[src/logic/tds_pkg.sv]
/*
 holds register offsets, reset values and widths of the descriptor scan maps.
 assumes a 32-bit classic wishbone register port with byte addresses.
*/
`default_nettype none
package tds_pkg;

    // ========================================================
    // geometry
    localparam int NUM_CAT = 3;
    localparam int NUM_DESC = 32;
    localparam int IDX_W = 5;
    localparam int ADR_W = 12;

    // ========================================================
    // categories
    localparam int CAT_ISO = 0;
    localparam int CAT_PERIODIC = 1;
    localparam int CAT_ASYNC = 2;

    // ========================================================
    // register offsets, byte addresses
    localparam logic [ADR_W-1:0] ISO_COMPLETION_OFS = 12'h130;
    localparam logic [ADR_W-1:0] ISO_SKIP_OFS = 12'h134;
    localparam logic [ADR_W-1:0] ISO_SCAN_END_OFS = 12'h138;
    localparam logic [ADR_W-1:0] PERIODIC_COMPLETION_OFS = 12'h140;
    localparam logic [ADR_W-1:0] PERIODIC_SKIP_OFS = 12'h144;
    localparam logic [ADR_W-1:0] PERIODIC_SCAN_END_OFS = 12'h148;
    localparam logic [ADR_W-1:0] ASYNC_COMPLETION_OFS = 12'h150;
    localparam logic [ADR_W-1:0] ASYNC_SKIP_OFS = 12'h154;
    localparam logic [ADR_W-1:0] ASYNC_SCAN_END_OFS = 12'h158;
    localparam logic [ADR_W-1:0] IRQ_STATUS_OFS = 12'h160;
    localparam logic [ADR_W-1:0] IRQ_MASK_OFS = 12'h164;
    localparam logic [ADR_W-1:0] SCAN_CTRL_OFS = 12'h168;

    // ========================================================
    // reset values
    localparam logic [31:0] COMPLETION_RST = 32'h0000_0000;
    localparam logic [31:0] SKIP_RST = 32'hffff_ffff;
    localparam logic [31:0] SCAN_END_RST = 32'h0000_0000;
    localparam logic [2:0] IRQ_STATUS_RST = 3'h0;
    localparam logic [2:0] IRQ_MASK_RST = 3'h0;
    localparam logic [2:0] SCAN_CTRL_RST = 3'h0;

    // ========================================================
    // timing: clock cycles between two scan steps
    localparam int SCAN_STEP_DIV = 4;

endpackage
`default_nettype wire

[src/logic/tds_scan_maps.sv]
/*
 skip, scan-end and completion bitmaps for three descriptor categories,
 their scanners, an interrupt status/mask pair and a wishbone slave.
 assumes the transfer engine pulses completion bits on the same clock.
*/
`timescale 1ns/1ps
`default_nettype none
module tds_scan_maps
    import tds_pkg::*;
#(
    parameter int STEP_DIV = SCAN_STEP_DIV
)
(
    // clock and reset
    input wire logic clk_i,
    input wire logic rst_i,
    // wishbone slave
    input wire logic wb_cyc_i,
    input wire logic wb_stb_i,
    input wire logic wb_we_i,
    input wire logic [ADR_W-1:0] wb_adr_i,
    input wire logic [3:0] wb_sel_i,
    input wire logic [31:0] wb_dat_i,
    output logic [31:0] wb_dat_o,
    output logic wb_ack_o,
    // completion pulses from the transfer engine
    input wire logic [NUM_DESC-1:0] iso_done_i,
    input wire logic [NUM_DESC-1:0] periodic_done_i,
    input wire logic [NUM_DESC-1:0] async_done_i,
    // iso scanner
    output logic iso_visit_o,
    output logic [IDX_W-1:0] iso_visit_idx_o,
    output logic iso_wrap_o,
    // periodic scanner
    output logic periodic_visit_o,
    output logic [IDX_W-1:0] periodic_visit_idx_o,
    output logic periodic_wrap_o,
    // async scanner
    output logic async_visit_o,
    output logic [IDX_W-1:0] async_visit_idx_o,
    output logic async_wrap_o,
    // interrupt
    output logic irq_o
);

    // ========================================================
    // helpers
    function automatic logic [31:0] lane_merge(
        input logic [31:0] old_v,
        input logic [31:0] new_v,
        input logic [3:0] sel
    );
        logic [31:0] res;
        res = old_v;
        for (int b = 0; b < 4; b++)
        begin
            if (sel[b])
            begin
                res[b*8 +: 8] = new_v[b*8 +: 8];
            end
        end
        return res;
    endfunction

    function automatic logic adr_hit(
        input logic [ADR_W-1:0] adr,
        input logic [ADR_W-1:0] ofs
    );
        return adr[ADR_W-1:2] == ofs[ADR_W-1:2];
    endfunction

    // ========================================================
    // per-category offset tables
    localparam logic [ADR_W-1:0] COMP_OFS [NUM_CAT] =
        '{ISO_COMPLETION_OFS, PERIODIC_COMPLETION_OFS, ASYNC_COMPLETION_OFS};
    localparam logic [ADR_W-1:0] SKIP_OFS [NUM_CAT] =
        '{ISO_SKIP_OFS, PERIODIC_SKIP_OFS, ASYNC_SKIP_OFS};
    localparam logic [ADR_W-1:0] END_OFS [NUM_CAT] =
        '{ISO_SCAN_END_OFS, PERIODIC_SCAN_END_OFS, ASYNC_SCAN_END_OFS};

    // ========================================================
    // bus request decode
    logic req;
    logic wr_req;
    logic rd_req;
    logic hit_status;
    logic hit_mask;
    logic hit_ctrl;
    logic [NUM_CAT-1:0] hit_comp;
    logic [NUM_CAT-1:0] hit_skip;
    logic [NUM_CAT-1:0] hit_end;
    logic [NUM_CAT-1:0] comp_clr;
    logic status_we;
    logic mask_we;
    logic ctrl_we;
    logic [NUM_CAT-1:0] skip_we;
    logic [NUM_CAT-1:0] end_we;

    assign req = wb_cyc_i & wb_stb_i & ~wb_ack_o;
    assign wr_req = req & wb_we_i;
    assign rd_req = req & ~wb_we_i;
    assign hit_status = adr_hit(wb_adr_i, IRQ_STATUS_OFS);
    assign hit_mask = adr_hit(wb_adr_i, IRQ_MASK_OFS);
    assign hit_ctrl = adr_hit(wb_adr_i, SCAN_CTRL_OFS);
    assign status_we = wr_req & hit_status & wb_sel_i[0];
    assign mask_we = wr_req & hit_mask & wb_sel_i[0];
    assign ctrl_we = wr_req & hit_ctrl & wb_sel_i[0];

    // ========================================================
    // map registers
    logic [NUM_DESC-1:0] comp_r [NUM_CAT];
    logic [NUM_DESC-1:0] comp_nxt [NUM_CAT];
    logic [NUM_DESC-1:0] skip_r [NUM_CAT];
    logic [NUM_DESC-1:0] end_r [NUM_CAT];
    logic [NUM_DESC-1:0] done_in [NUM_CAT];
    logic [NUM_CAT-1:0] cat_event;

    assign done_in[CAT_ISO] = iso_done_i;
    assign done_in[CAT_PERIODIC] = periodic_done_i;
    assign done_in[CAT_ASYNC] = async_done_i;

    for (genvar c = 0; c < NUM_CAT; c++)
    begin : g_cat
        assign hit_comp[c] = adr_hit(wb_adr_i, COMP_OFS[c]);
        assign hit_skip[c] = adr_hit(wb_adr_i, SKIP_OFS[c]);
        assign hit_end[c] = adr_hit(wb_adr_i, END_OFS[c]);
        assign skip_we[c] = wr_req & hit_skip[c];
        assign end_we[c] = wr_req & hit_end[c];
        assign comp_clr[c] = rd_req & hit_comp[c];
        assign comp_nxt[c] = (comp_clr[c] ? '0 : comp_r[c]) | done_in[c];
        assign cat_event[c] = |done_in[c];

        always_ff @(posedge clk_i)
        begin
            if (rst_i)
            begin
                comp_r[c] <= COMPLETION_RST;
                skip_r[c] <= SKIP_RST;
                end_r[c] <= SCAN_END_RST;
            end
            else
            begin
                comp_r[c] <= comp_nxt[c];
                if (skip_we[c])
                begin
                    skip_r[c] <= lane_merge(skip_r[c], wb_dat_i, wb_sel_i);
                end
                if (end_we[c])
                begin
                    end_r[c] <= lane_merge(end_r[c], wb_dat_i, wb_sel_i);
                end
            end
        end
    end

    // ========================================================
    // interrupt status, mask and scan control
    logic [NUM_CAT-1:0] irq_status_r;
    logic [NUM_CAT-1:0] irq_status_nxt;
    logic [NUM_CAT-1:0] irq_mask_r;
    logic [NUM_CAT-1:0] scan_en_r;
    logic [NUM_CAT-1:0] status_w1c;
    logic [NUM_CAT-1:0] irq_mask_nxt;
    logic irq_nxt;

    assign status_w1c = status_we ? wb_dat_i[NUM_CAT-1:0] : '0;
    assign irq_status_nxt = (irq_status_r & ~status_w1c) | cat_event;
    assign irq_mask_nxt = mask_we ? wb_dat_i[NUM_CAT-1:0] : irq_mask_r;
    assign irq_nxt = |(irq_status_nxt & irq_mask_nxt);

    always_ff @(posedge clk_i)
    begin
        if (rst_i)
        begin
            irq_status_r <= IRQ_STATUS_RST;
            irq_mask_r <= IRQ_MASK_RST;
            irq_o <= 1'b0;
        end
        else
        begin
            irq_status_r <= irq_status_nxt;
            irq_mask_r <= irq_mask_nxt;
            irq_o <= irq_nxt;
        end
    end

    // ========================================================
    // scan enable control
    always_ff @(posedge clk_i)
    begin
        if (rst_i)
        begin
            scan_en_r <= SCAN_CTRL_RST;
        end
        else if (ctrl_we)
        begin
            scan_en_r <= wb_dat_i[NUM_CAT-1:0];
        end
    end

    // ========================================================
    // read data select
    logic [31:0] rd_mux;

    always_comb
    begin
        rd_mux = '0;
        for (int c = 0; c < NUM_CAT; c++)
        begin
            if (hit_comp[c])
            begin
                rd_mux = comp_r[c];
            end
            if (hit_skip[c])
            begin
                rd_mux = skip_r[c];
            end
            if (hit_end[c])
            begin
                rd_mux = end_r[c];
            end
        end
        if (hit_status)
        begin
            rd_mux = {29'h0, irq_status_r};
        end
        if (hit_mask)
        begin
            rd_mux = {29'h0, irq_mask_r};
        end
        if (hit_ctrl)
        begin
            rd_mux = {29'h0, scan_en_r};
        end
    end

    // ========================================================
    // bus answer: one wait-free ack, unmapped reads give zero
    always_ff @(posedge clk_i)
    begin
        if (rst_i)
        begin
            wb_ack_o <= 1'b0;
            wb_dat_o <= '0;
        end
        else
        begin
            wb_ack_o <= req;
            if (rd_req)
            begin
                wb_dat_o <= rd_mux;
            end
        end
    end

    // ========================================================
    // scan step divider
    localparam int DIV_W = $clog2(STEP_DIV + 1);
    logic [DIV_W-1:0] div_r;
    logic step;

    assign step = (div_r == DIV_W'(STEP_DIV - 1));

    always_ff @(posedge clk_i)
    begin
        if (rst_i)
        begin
            div_r <= '0;
        end
        else
        begin
            div_r <= step ? '0 : div_r + 1'b1;
        end
    end

    // ========================================================
    // scanners
    // skip masks visits only, scan-end steers the scanner pointer
    tds_scanner #(.N(NUM_DESC)) u_iso_scan (
        .clk_i(clk_i),
        .rst_i(rst_i),
        .en_i(scan_en_r[CAT_ISO]),
        .step_i(step),
        .skip_i(skip_r[CAT_ISO]),
        .last_i(end_r[CAT_ISO]),
        .visit_o(iso_visit_o),
        .visit_idx_o(iso_visit_idx_o),
        .wrap_o(iso_wrap_o)
    );

    tds_scanner #(.N(NUM_DESC)) u_periodic_scan (
        .clk_i(clk_i),
        .rst_i(rst_i),
        .en_i(scan_en_r[CAT_PERIODIC]),
        .step_i(step),
        .skip_i(skip_r[CAT_PERIODIC]),
        .last_i(end_r[CAT_PERIODIC]),
        .visit_o(periodic_visit_o),
        .visit_idx_o(periodic_visit_idx_o),
        .wrap_o(periodic_wrap_o)
    );

    tds_scanner #(.N(NUM_DESC)) u_async_scan (
        .clk_i(clk_i),
        .rst_i(rst_i),
        .en_i(scan_en_r[CAT_ASYNC]),
        .step_i(step),
        .skip_i(skip_r[CAT_ASYNC]),
        .last_i(end_r[CAT_ASYNC]),
        .visit_o(async_visit_o),
        .visit_idx_o(async_visit_idx_o),
        .wrap_o(async_wrap_o)
    );

endmodule
`default_nettype wire

[src/logic/tds_scanner.sv]
/*
 sequential scanner over the descriptor positions of one category.
 assumes skip and scan-end maps are stable registers on the same clock.
*/
`timescale 1ns/1ps
`default_nettype none
module tds_scanner
    import tds_pkg::*;
#(
    parameter int N = NUM_DESC
)
(
    // clock and reset
    input wire logic clk_i,
    input wire logic rst_i,
    // control
    input wire logic en_i,
    input wire logic step_i,
    input wire logic [N-1:0] skip_i,
    input wire logic [N-1:0] last_i,
    // descriptor visits
    output logic visit_o,
    output logic [IDX_W-1:0] visit_idx_o,
    output logic wrap_o
);

    // ========================================================
    // position
    logic [IDX_W-1:0] ptr_r;
    logic [IDX_W-1:0] ptr_nxt;
    logic go;
    logic skip_here;
    logic end_here;

    assign go = en_i & step_i;
    assign skip_here = skip_i[ptr_r];
    assign end_here = last_i[ptr_r] | (ptr_r == IDX_W'(N - 1));
    assign ptr_nxt = end_here ? '0 : ptr_r + 1'b1;

    // ========================================================
    // registers
    always_ff @(posedge clk_i)
    begin
        if (rst_i)
        begin
            ptr_r <= '0;
            visit_o <= 1'b0;
            visit_idx_o <= '0;
            wrap_o <= 1'b0;
        end
        else
        begin
            visit_o <= go & ~skip_here;
            wrap_o <= go & end_here;
            if (!en_i)
            begin
                ptr_r <= '0;
            end
            else if (step_i)
            begin
                visit_idx_o <= ptr_r;
                ptr_r <= ptr_nxt;
            end
        end
    end

endmodule
`default_nettype wire

[config.mk]
export PLATFORM = sky130hd
export DESIGN_NAME = tds_scan_maps
export DESIGN_NICKNAME = d
export VERILOG_FILES = /design/src/logic/tds_pkg.sv /design/src/logic/tds_scan_maps.sv /design/src/logic/tds_scanner.sv
export SDC_FILE = /design/constraint.sdc
export NUM_CORES = 1
export LEC_CHECK = 0
export BUFFER_PORTS_ARGS = -buffer_cell sky130_fd_sc_hd__buf_2
export CORE_AREA = 3 3 219 221
export CTS_CLUSTER_SIZE = 24
export DETAILED_ROUTE_END_ITERATION = 10
export DIE_AREA = 0 0 222 224
export MAX_ROUTING_LAYER = met4
export PLACE_DENSITY = 0.69
export SKIP_LAST_GASP = 1
export SLEW_MARGIN = 40
export SYNTH_ARGS = -nofsm -noshare
export SYNTH_HDL_FRONTEND = slang
export SYNTH_HIERARCHICAL = 1
export SYNTH_SLANG_ARGS = --single-unit
[constraint.sdc]
create_clock -name clk_i -period 3.1 [get_ports clk_i]
set_clock_uncertainty 0.1 [all_clocks]
set_input_delay 0.155 -clock clk_i [delete_from_list [all_inputs] [get_ports clk_i]]
set_output_delay 0.155 -clock clk_i [all_outputs]
set_load 0.01 [all_outputs]
* After elaboration in Yosys (flattened, before gate mapping)
Memories as Yosys holds them, arrays and structs flattened.
Cells that the tools add are included.
Widths: inputs -> output; s select.
** Operators by class
- Mux-type cells :: 134
- Equal/unequal tests :: 16
- Bitwise operators :: 55
- Add/sub/neg operators :: 4
- Reductions and logical operators :: 11
- Order comparisons :: 3
** Operator list (count)
- $mux 32 :: 24
- $mux 8 :: 72
- $eq 10x7->1 const B :: 12
- $or 32x32->32 :: 3
- $reduce_or 32->1 :: 3
- $bmux 1 s5 :: 6
- $and 1x1->1 :: 28
- $mux 1 :: 27
- $lt 5x6->1 const B :: 3
- $add 5x1->5 const B :: 3
- $eq 5x5->1 const B :: 3
- $mux 5 :: 3
- $or 1x1->1 :: 12
- $not 1->1 :: 8
- $reduce_or 2->1 :: 4
- $and 3x3->3 :: 2
- $mux 3 :: 2
- $reduce_and 2->1 :: 3
- $add 3x1->3 const B :: 1
- $eq 3x2->1 const B :: 1
- $not 3->3 :: 1
- $or 3x3->3 :: 1
- $reduce_or 3->1 :: 1
** Word-level totals
- RAM bits :: 288
- Memories kept :: 3
- Word-level logic and storage cells :: 245
- Register bits after elaboration :: 82
** Memories
- comp_r :: depth 3, width 32, rd ports 3, clocked after Yosys merged registers in 0, wr ports 3, line tds_scan_maps.sv:111 : logic [NUM_DESC-1:0] comp_r [NUM_CAT];
- end_r :: depth 3, width 32, rd ports 3, clocked after Yosys merged registers in 0, wr ports 3, line tds_scan_maps.sv:114 : logic [NUM_DESC-1:0] end_r [NUM_CAT];
- skip_r :: depth 3, width 32, rd ports 3, clocked after Yosys merged registers in 0, wr ports 3, line tds_scan_maps.sv:113 : logic [NUM_DESC-1:0] skip_r [NUM_CAT];

* Logic depth before layout (Yosys ltp)
Gate-level depths: netlist of run 1.
- Word-level depth :: 13
- Mapped depth :: 9
- Depth with buffers taken out :: 6

* Modules after synthesis
The synthesis of run 1 kept the hierarchy.
** By module, submodules not included
- tds_scan_maps :: times used 1, cells an instance 1449, area an instance 15068.2 µm²
- tds_scanner :: times used 3, cells an instance 109, area an instance 1102.3 µm²

* Worst setup path after synthesis of run 1
No wires, ideal clock.
- Kind :: reg2reg
- From :: reg wb_ack_o
- To :: mem skip_r[0][0], enable pin
- Period minus slack after synthesis :: 2283 ps
- Slack :: 817 ps
- Data required time :: 2674 ps
- Buffers on the path :: 1
- Stages on the path, launching flop included :: 7
- Arrival :: 1857 ps
- Library setup time :: 326 ps
- Cells stage by stage :: dfxtp_1 -> nand3b_1 -> nor2_1 -> nand2_1 -> nor3_2 -> clkbuf_1 -> a21o_1
** RTL lines
- from (decl) :: line tds_scan_maps.sv:25 : output logic wb_ack_o,
- from (signal assigned) :: line tds_scan_maps.sv:248 : wb_ack_o <= req;
- to (decl) :: line tds_scan_maps.sv:113

* Worst setup path after layout of run 1
- From :: reg u_iso_scan.ptr_r[0]
- To :: reg u_iso_scan.wrap_o
** Between the ends
- Word-level cells in the longest chain between the ends :: 4
- Elaborated cells on any way between the ends :: 5
** RTL lines
- from (decl) :: line tds_scanner.sv:29 : logic [IDX_W-1:0] ptr_r;
- from (signal assigned) :: line tds_scanner.sv:62 : ptr_r <= ptr_nxt;
- $bmux 1 s5 :: line tds_scanner.sv:37 : assign end_here = last_i[ptr_r] | (ptr_r == IDX_W'(N - 1));
- $mux 1 (not written as such) :: line tds_scanner.sv:37
- $or 1x1->1 (*) :: line tds_scanner.sv:37
- $and 1x1->1 (*) :: line tds_scanner.sv:54 : wrap_o <= go & end_here;
- to (signal assigned) :: line tds_scanner.sv:54
- to (decl) :: line tds_scanner.sv:24 : output logic wrap_o
Mark *: on every way between the ends. The rest lies on a longest branch, timed or not. The select of a mux whose other input is x is not followed.
A chain may end at the register's enable or synchronous reset.

==> results_dict.tcl, run 1 <==
set metrics [dict create \
    crit_path_end_kind "flop" \
    netSwitchingPower_w 0.002766 \
    final-hold-violation-count 0 \
    irDropWorstVdd_v 0.0003483 \
    cp-startpoint "u_iso_scan/ptr_r[0]" \
    startpoint_type "flop" \
    grt_max_degree 126 \
    grt_pass1_vias 15630 \
    swShare 0.2460 \
    gp_congestion 1.016 \
    cap_violations 0 \
    cts_tree "done" \
    fmax_mhz 365.1 \
    finalCritPeriodShare 0.8836 \
    syn_area_um2 18380 \
    ios 204 \
    rows 79 \
    syn_to_final_growth_pct 23.01 \
    cp.arrival_ns 3.06 \
    die_h_um 224 \
    hold_path_class "input port to flop" \
    vias 16260 \
    grt.overflow.total 0 \
    wl_per_cell_um 25.78 \
    pre_cts_ws_ns 0.4013 \
    rsz0062_at_grt "false" \
    ys.flop_type "edfxtp_1" \
    fin_util 0.4876 \
    die-width_um 222 \
    crit_chain "buf_4 -> mux4_2 -> mux2i_1 -> o22a_1 -> nand3_1 -> nor3b_1" \
    reg2reg_to "u_iso_scan/wrap_o" \
    slowest_stage "dfxtp_1" \
    power_density_nw_per_um2 497.5 \
    worstPathMaxFanout 12 \
    core_area_um2 46360 \
    ys_seq_area_frac 0.5077 \
    dr.first_iter.drc_count 2267 \
    finalSetupViolCount 0 \
    start_util 0.3964 \
    holdWs_ns 0.03692 \
    max_slew_margin 0.3562 \
    drc 0 \
    avgViaCountPerCell 5.998 \
    async_flop_share 0 \
    worstHoldStart "wb_we_i" \
    first_pass_iters 5 \
    path_class "flop to flop" \
    setup_tns_ns 0 \
    seqPwrFrac 0.482 \
    rr_worst_depth 6 \
    crit_path_max_incr_delay_ns 0.86 \
    drive_gt1_frac 0.1857 \
    fin_ws_ns 0.3607 \
    ff2ff_setup_slack_ns 0.36 \
    antenna_left 0 \
    power_frac_comb 0.093 \
    root_buffer "clkbuf_16" \
    slew_violations 0 \
    cts_sinks 370 \
    path_delay_family "flip-flops" \
    dieArea_um2 49730 \
    synth_cell_types 67 \
    cts_made_buffers 41 \
    leakagePower_nw 8.434 \
    htree_levels 2 \
    whs_endpoint "scan_en_r[0]" \
    required_ns 3.42 \
    cts.path.max_buffers 3 \
    fin_crit_ns 2.739 \
    syn_inst 1776 \
    cts_resized 0 \
    path_clk_slew_ns 0.06 \
    port_buffers 201 \
    rr_startpoint "u_iso_scan/ptr_r[0]" \
    ys_warn_count 6 \
    synth_enable_flop_cells 192 \
    fin_nets 2224 \
    clkPwrFrac 0.425 \
    outcome "finished, final reports clean" \
    wirelength_mm 69.90 \
    antenna_found_initial 9 \
    p_int_w 0.008479 \
    grt_first_pass_wirelength_mm 101.0 \
    path_buf_inv 1 \
    worst_pin_slew_ns 0.9556 \
    dp_hpwl_mm 50.44 \
    syn_nets 1933 \
    insertion_delay_ns 0.57 \
    syn_area_per_cell_um2 10.35 \
    synth-seq-cells 370 \
    grt_usage 0.2811 \
    holdPathStages 5 \
]
-- stage by stage --
| stage | cells | total power, W | instance area [um2] |
|---|---|---|---|
| after floorplan | 1776 | 0.005919 | 18380 |
| after global placement | 2501 | 0.006390 | 20000 |
| after detailed placement | 2501 | 0.006409 | 20000 |
| after CTS | 2706 | 0.01126 | 22580 |
| after global routing | 2710 | 0.01157 | 22600 |
| final | 2711 | 0.01124 | 22600 |
-- placed cells by master (no fill, tap or decap), types with 36 or more instances in the layout --
master / count
or3_1: 36
buf_2: 198
dfxtp_1: 177
nor2_1: 134
clkbuf_16: 43
and2_1: 95
a21oi_1: 172
buf_4: 47
mux2i_1: 90
edfxtp_1: 192
o21ai_0: 54
nand2_1: 153
nand3_1: 58
nand2b_1: 67
dlygate4sd3_1: 130
-- synth_stat cells, drive strengths merged, types with 8 or more instances --
| cell | n | area (um2) |
|---|---|---|
| edfxtp | 192 | 5766 |
| dfxtp | 178 | 3563 |
| a21oi | 172 | 860.8 |
| nand2 | 153 | 574.3 |
| nor2 | 135 | 506.7 |
| clkbuf | 100 | 375.4 |
| and2 | 95 | 594.3 |
| mux2i | 90 | 900.9 |
| nand2b | 67 | 419.2 |
| o21ai | 60 | 300.3 |
| nand3 | 58 | 290.3 |
| mux4 | 42 | 1013 |
| or3 | 36 | 225.2 |
| buf | 32 | 219.0 |
| nor4 | 31 | 193.9 |
| o22ai | 31 | 193.9 |
| inv | 26 | 97.59 |
| a21o | 24 | 180.2 |
| or2 | 24 | 150.1 |
| nor2b | 21 | 131.4 |
| a211o | 19 | 166.4 |
| a32o | 19 | 190.2 |
| mux2 | 18 | 202.7 |
| nand4 | 18 | 112.6 |
| nor3 | 13 | 86.34 |
| a211oi | 10 | 75.07 |
| o2bb2ai | 10 | 87.58 |
| a22oi | 9 | 67.56 |
| and3 | 9 | 56.30 |
| ha | 8 | 100.1 |
| o211ai | 8 | 60.06 |
-- worst register-to-register path, delay by kind of cell, from the launching register on --
kind	cells	cell delay [ns]
DFF	1	0.86
muxes	2	0.67
and+or+nand+nor	2	0.38
buffers and inverters	1	0.36
AOI/OAI and AO/OA	1	0.22
-- cell type report --
cell class / count / area [um2]
repair buffers: 380 / 2736
flip-flops and latches: 370 / 9330
fillers: 4196 / 23760
multi-input cells: 1248 / 8382
clock inverters: 15 / 123.9
clock buffers: 61 / 1164
well taps: 607 / 759.5
diodes: 4 / 10.01
inverters: 26 / 97.59
-- power by group through the flow --
stage                     registers [W]  clock network, W  logic, W
final                           0.00542           0.00478   0.00105
after detailed placement        0.00552                 0  0.000887
after global placement          0.00552                 0  0.000873
after floorplan                 0.00546                 0  0.000462
after CTS                       0.00542           0.00483   0.00102
after global routing            0.00543           0.00503   0.00110
-- cells by family (layout without fill, tap and decap cells) --
kind of cell | Yosys count | in the layout | share of synthesized area
AOI/OAI and AO/OA | 412 | 412 | 0.1429
adders and majority gates | 8 | 8 | 0.005448
buffers and inverters | 158 | 482 | 0.03765
DFF | 370 | 370 | 0.5077
muxes | 150 | 150 | 0.1152
other | 0 | 4 | 0
and+or+nand+nor | 678 | 678 | 0.1911
-- repair_timing --
item	4_1_cts	5_1_grt
hold buffers	129	1
hold endpoints to repair	211	1
buffers inserted	0	0
-- how the worst max path moves through the flow --
stage / endpoint / slack, ns / cells past startpoint
2_1_floorplan: skip_r[0][0] / 0.82 / 6
3_3_place_gp: u_iso_scan/wrap_o / 0.41 / 6
3_5_place_dp: u_iso_scan/wrap_o / 0.40 / 6
4_1_cts: u_iso_scan/wrap_o / 0.39 / 6
5_1_grt: u_iso_scan/wrap_o / 0.22 / 6
6_report: u_iso_scan/wrap_o / 0.36 / 6
-- sequential cells by signal (all words and copies together) (netlist names), 3 cells and up --
| name | count |
|---|---|
| irq_mask_r | 3 |
| scan_en_r | 3 |
| comp_r | 96 |
| wb_dat_o | 32 |
| irq_status_r | 3 |
| u_async_scan/ptr_r | 5 |
| u_periodic_scan/visit_idx_o | 5 |
| div_r | 3 |
| u_iso_scan/ptr_r | 5 |
| u_periodic_scan/ptr_r | 5 |
| skip_r | 96 |
| u_async_scan/visit_idx_o | 5 |
| end_r | 96 |
| u_iso_scan/visit_idx_o | 5 |
-- per-layer routing --
metal  vias up  share of wire  global-route usage
li1       7170              -                   -
met5         -              0                   -
met1      7918           0.38              0.3432
met3       193          0.097             0.06343
met4         0          0.052              0.1294
met2       980           0.47              0.4467
(Power assumes the default switching activity.)
==> run 2: changes to the inputs <==
Settings changed: CORE_AREA 3 3 219 221 to 3 3 204 206, DIE_AREA 0 0 222 224 to 0 0 207 209, PLACE_DENSITY 0.69 to 0.76.
Clock period 3.1 ns to 2.92 ns, I/O delays scaled along.
==> run 2 against run 1 <==
Effect of this change:
- sequential power is 6.5% higher
- combinational power barely moved
- sequential share of layout area hardly changed
- total power rose by 6.8%
- wire length is 5.4% lower
- highest routed layer unchanged
- hold slack worse by 0.0061 ns
- clock power up 8.4%
==> results_dict.tcl, run 2 (synthesis results as in run 1) <==
set metrics [dict create \
    placed_cell_area_um2 19930 \
    die-width_um 207 \
    use_met2 0.4712 \
    fin_crit_ns 2.689 \
    rsz0062_at_grt "false" \
    port_buffers 201 \
    clkPwrFrac 0.431 \
    grt_usage 0.3025 \
    cp.arrival_ns 3.08 \
    dp_hpwl_mm 47.78 \
    cts.path.max_buffers 3 \
    power_density_nw_per_um2 531.3 \
    fill_cells 3409 \
    dieArea_um2 43260 \
    drive_gt1_frac 0.1890 \
    hold_path_class "input port to flop" \
    leakagePower_nw 8.496 \
    cts_sinks 370 \
    finalCritPeriodShare 0.9208 \
    gp_congestion 0.9945 \
    setup_tns_ns 0 \
    grt_first_pass_wirelength_mm 97.04 \
    final-hold-violation-count 0 \
    fmax_mhz 371.9 \
    first_pass_iters 6 \
    max_slew_margin 0.3846 \
    fin_area_um2 22610 \
    cts_made_buffers 40 \
    insertion_delay_ns 0.57 \
    cap_violations 0 \
    core_area_um2 39820 \
    final_cell_mix "198 x buf_2, 192 x edfxtp_1, 176 x dfxtp_1" \
    required_ns 3.31 \
    drc 0 \
    use_met3 0.06546 \
    netSwitchingPower_w 0.002882 \
    p_int_w 0.009131 \
    startpoint_type "input port" \
    ios 204 \
    grt_pass1_vias 15370 \
    avgViaCountPerCell 6.181 \
    worst_pin_slew_ns 0.9147 \
    top_regs "comp_r (96), end_r (96), skip_r (96)" \
    antennaDiodeCount 0 \
    worstPathMaxFanout 8 \
    die_h_um 209 \
    syn_to_final_growth_pct 23.06 \
    grt.overflow.total 0 \
    seqPwrFrac 0.481 \
    start_util 0.4614 \
    outcome "finished, final reports clean" \
    vias 16220 \
    antenna_found_initial 4 \
    final_common_cell "buf_2" \
    htree_levels 2 \
    busiest_layer "met2" \
    dr.first_iter.drc_count 2401 \
    power_frac_comb 0.088 \
    use_met1 0.3823 \
    finalSetupViolCount 0 \
    cts_tree "done" \
    root_buffer "clkbuf_16" \
    fin_nets 2226 \
    slew_violations 0 \
    irDropWorstVdd_v 0.0003598 \
    wirelength_mm 66.11 \
    path_clk_slew_ns 0.06 \
    swShare 0.2399 \
    antenna_left 0 \
    path_class "input port to flop" \
    wl_per_cell_um 25.19 \
    rows 73 \
    crit_path_end_kind "flop" \
    grt_max_degree 172 \
]
run 2: changes by cell type in the layout (fill, tap and decap cells not counted), moves of 2 or more:
| cell | previous run | this run |
|---|---|---|
| clkbuf_1 | 16 | 8 |
| dlygate4sd3_1 | 130 | 133 |
| buf_12 | 4 | 7 |
| clkinv_1 | 5 | 3 |
| buf_4 | 47 | 44 |
| clkbuf_8 | 2 | 9 |
| inv_4 | 0 | 2 |
| clkinv_2 | 8 | 3 |
| diode_2 | 4 | 0 |
run 2: per-layer routing:
| metal | wire length, um | vias up |
|---|---|---|
| li1 | - | 7151 |
| met1 | 25060 | 7830 |
| met2 | 30270 | 1037 |
| met3 | 7358 | 206 |
| met4 | 3430 | 0 |
| met5 | 0 | - |
run 2: cell type report:
| class | instances | area, um2 | share of cell area |
|---|---|---|---|
| repair buffers | 383 | 2804 | 0.1240 |
| clock inverters | 12 | 123.9 | 0.005478 |
| clock buffers | 61 | 1217 | 0.05384 |
| flip-flops and latches | 370 | 9331 | 0.4127 |
| multi-input cells | 1248 | 8381 | 0.3706 |
| inverters | 26 | 97.59 | 0.004316 |
| well taps | 525 | 656.9 | 0.02905 |
run 2: path summary, 6_finish.rpt:
kind / startpoint / endpoint / slack, ns / cells after the start
max: wb_adr_i[10] / scan_en_r[2] / 0.23 / 7
min: wb_dat_i[19] / skip_r[0][19] / 0.03 / 2
max reg2reg: u_async_scan/ptr_r[2] / u_async_scan/wrap_o / 0.34 / 6
min reg2reg: div_r[0] / div_r[0] / 0.34 / 1
run 2: worst max-delay path: stages:
cell	delay, ns
dlygate4sd3_1	0.55
buf_2	0.17
or4b_1	0.70
nor3_1	0.65
nand3_1	0.15
dlygate4sd3_1	0.60
a21oi_1	0.11
run 2: stage by stage:
step | worst slack (ns) | utilization | cells | hold slack [ns] | total power (W)
floorplan | 0.6367 | - | 1776 | 0.1634 | 0.006284
global placement | 0.4434 | 0.5005 | 2419 | 0.2500 | 0.006746
detailed placement | 0.4143 | 0.5005 | 2419 | 0.2513 | 0.006768
CTS | 0.3326 | 0.5676 | 2625 | 0.01456 | 0.01200
global route | 0.04724 | 0.5678 | 2625 | 0.02183 | 0.01231
finish | 0.2311 | 0.5678 | 2625 | 0.03079 | 0.01201
run 2: timing repair:
action,CTS,global route
hold buffers,133,0
endpoints found under the hold margin,244,0
gates resized for setup,0,0
buffers inserted,0,0
run 2: power by group through the flow:
stage | Combinational, W | Sequential (W) | Clock (W)
5_1_grt | 0.00112 | 0.00578 | 0.00541
3_5_place_dp | 0.000889 | 0.00588 | 0
3_3_place_gp | 0.000874 | 0.00587 | 0
4_1_cts | 0.00103 | 0.00577 | 0.00520
6_report | 0.00106 | 0.00577 | 0.00518
2_1_floorplan | 0.000490 | 0.00579 | 0
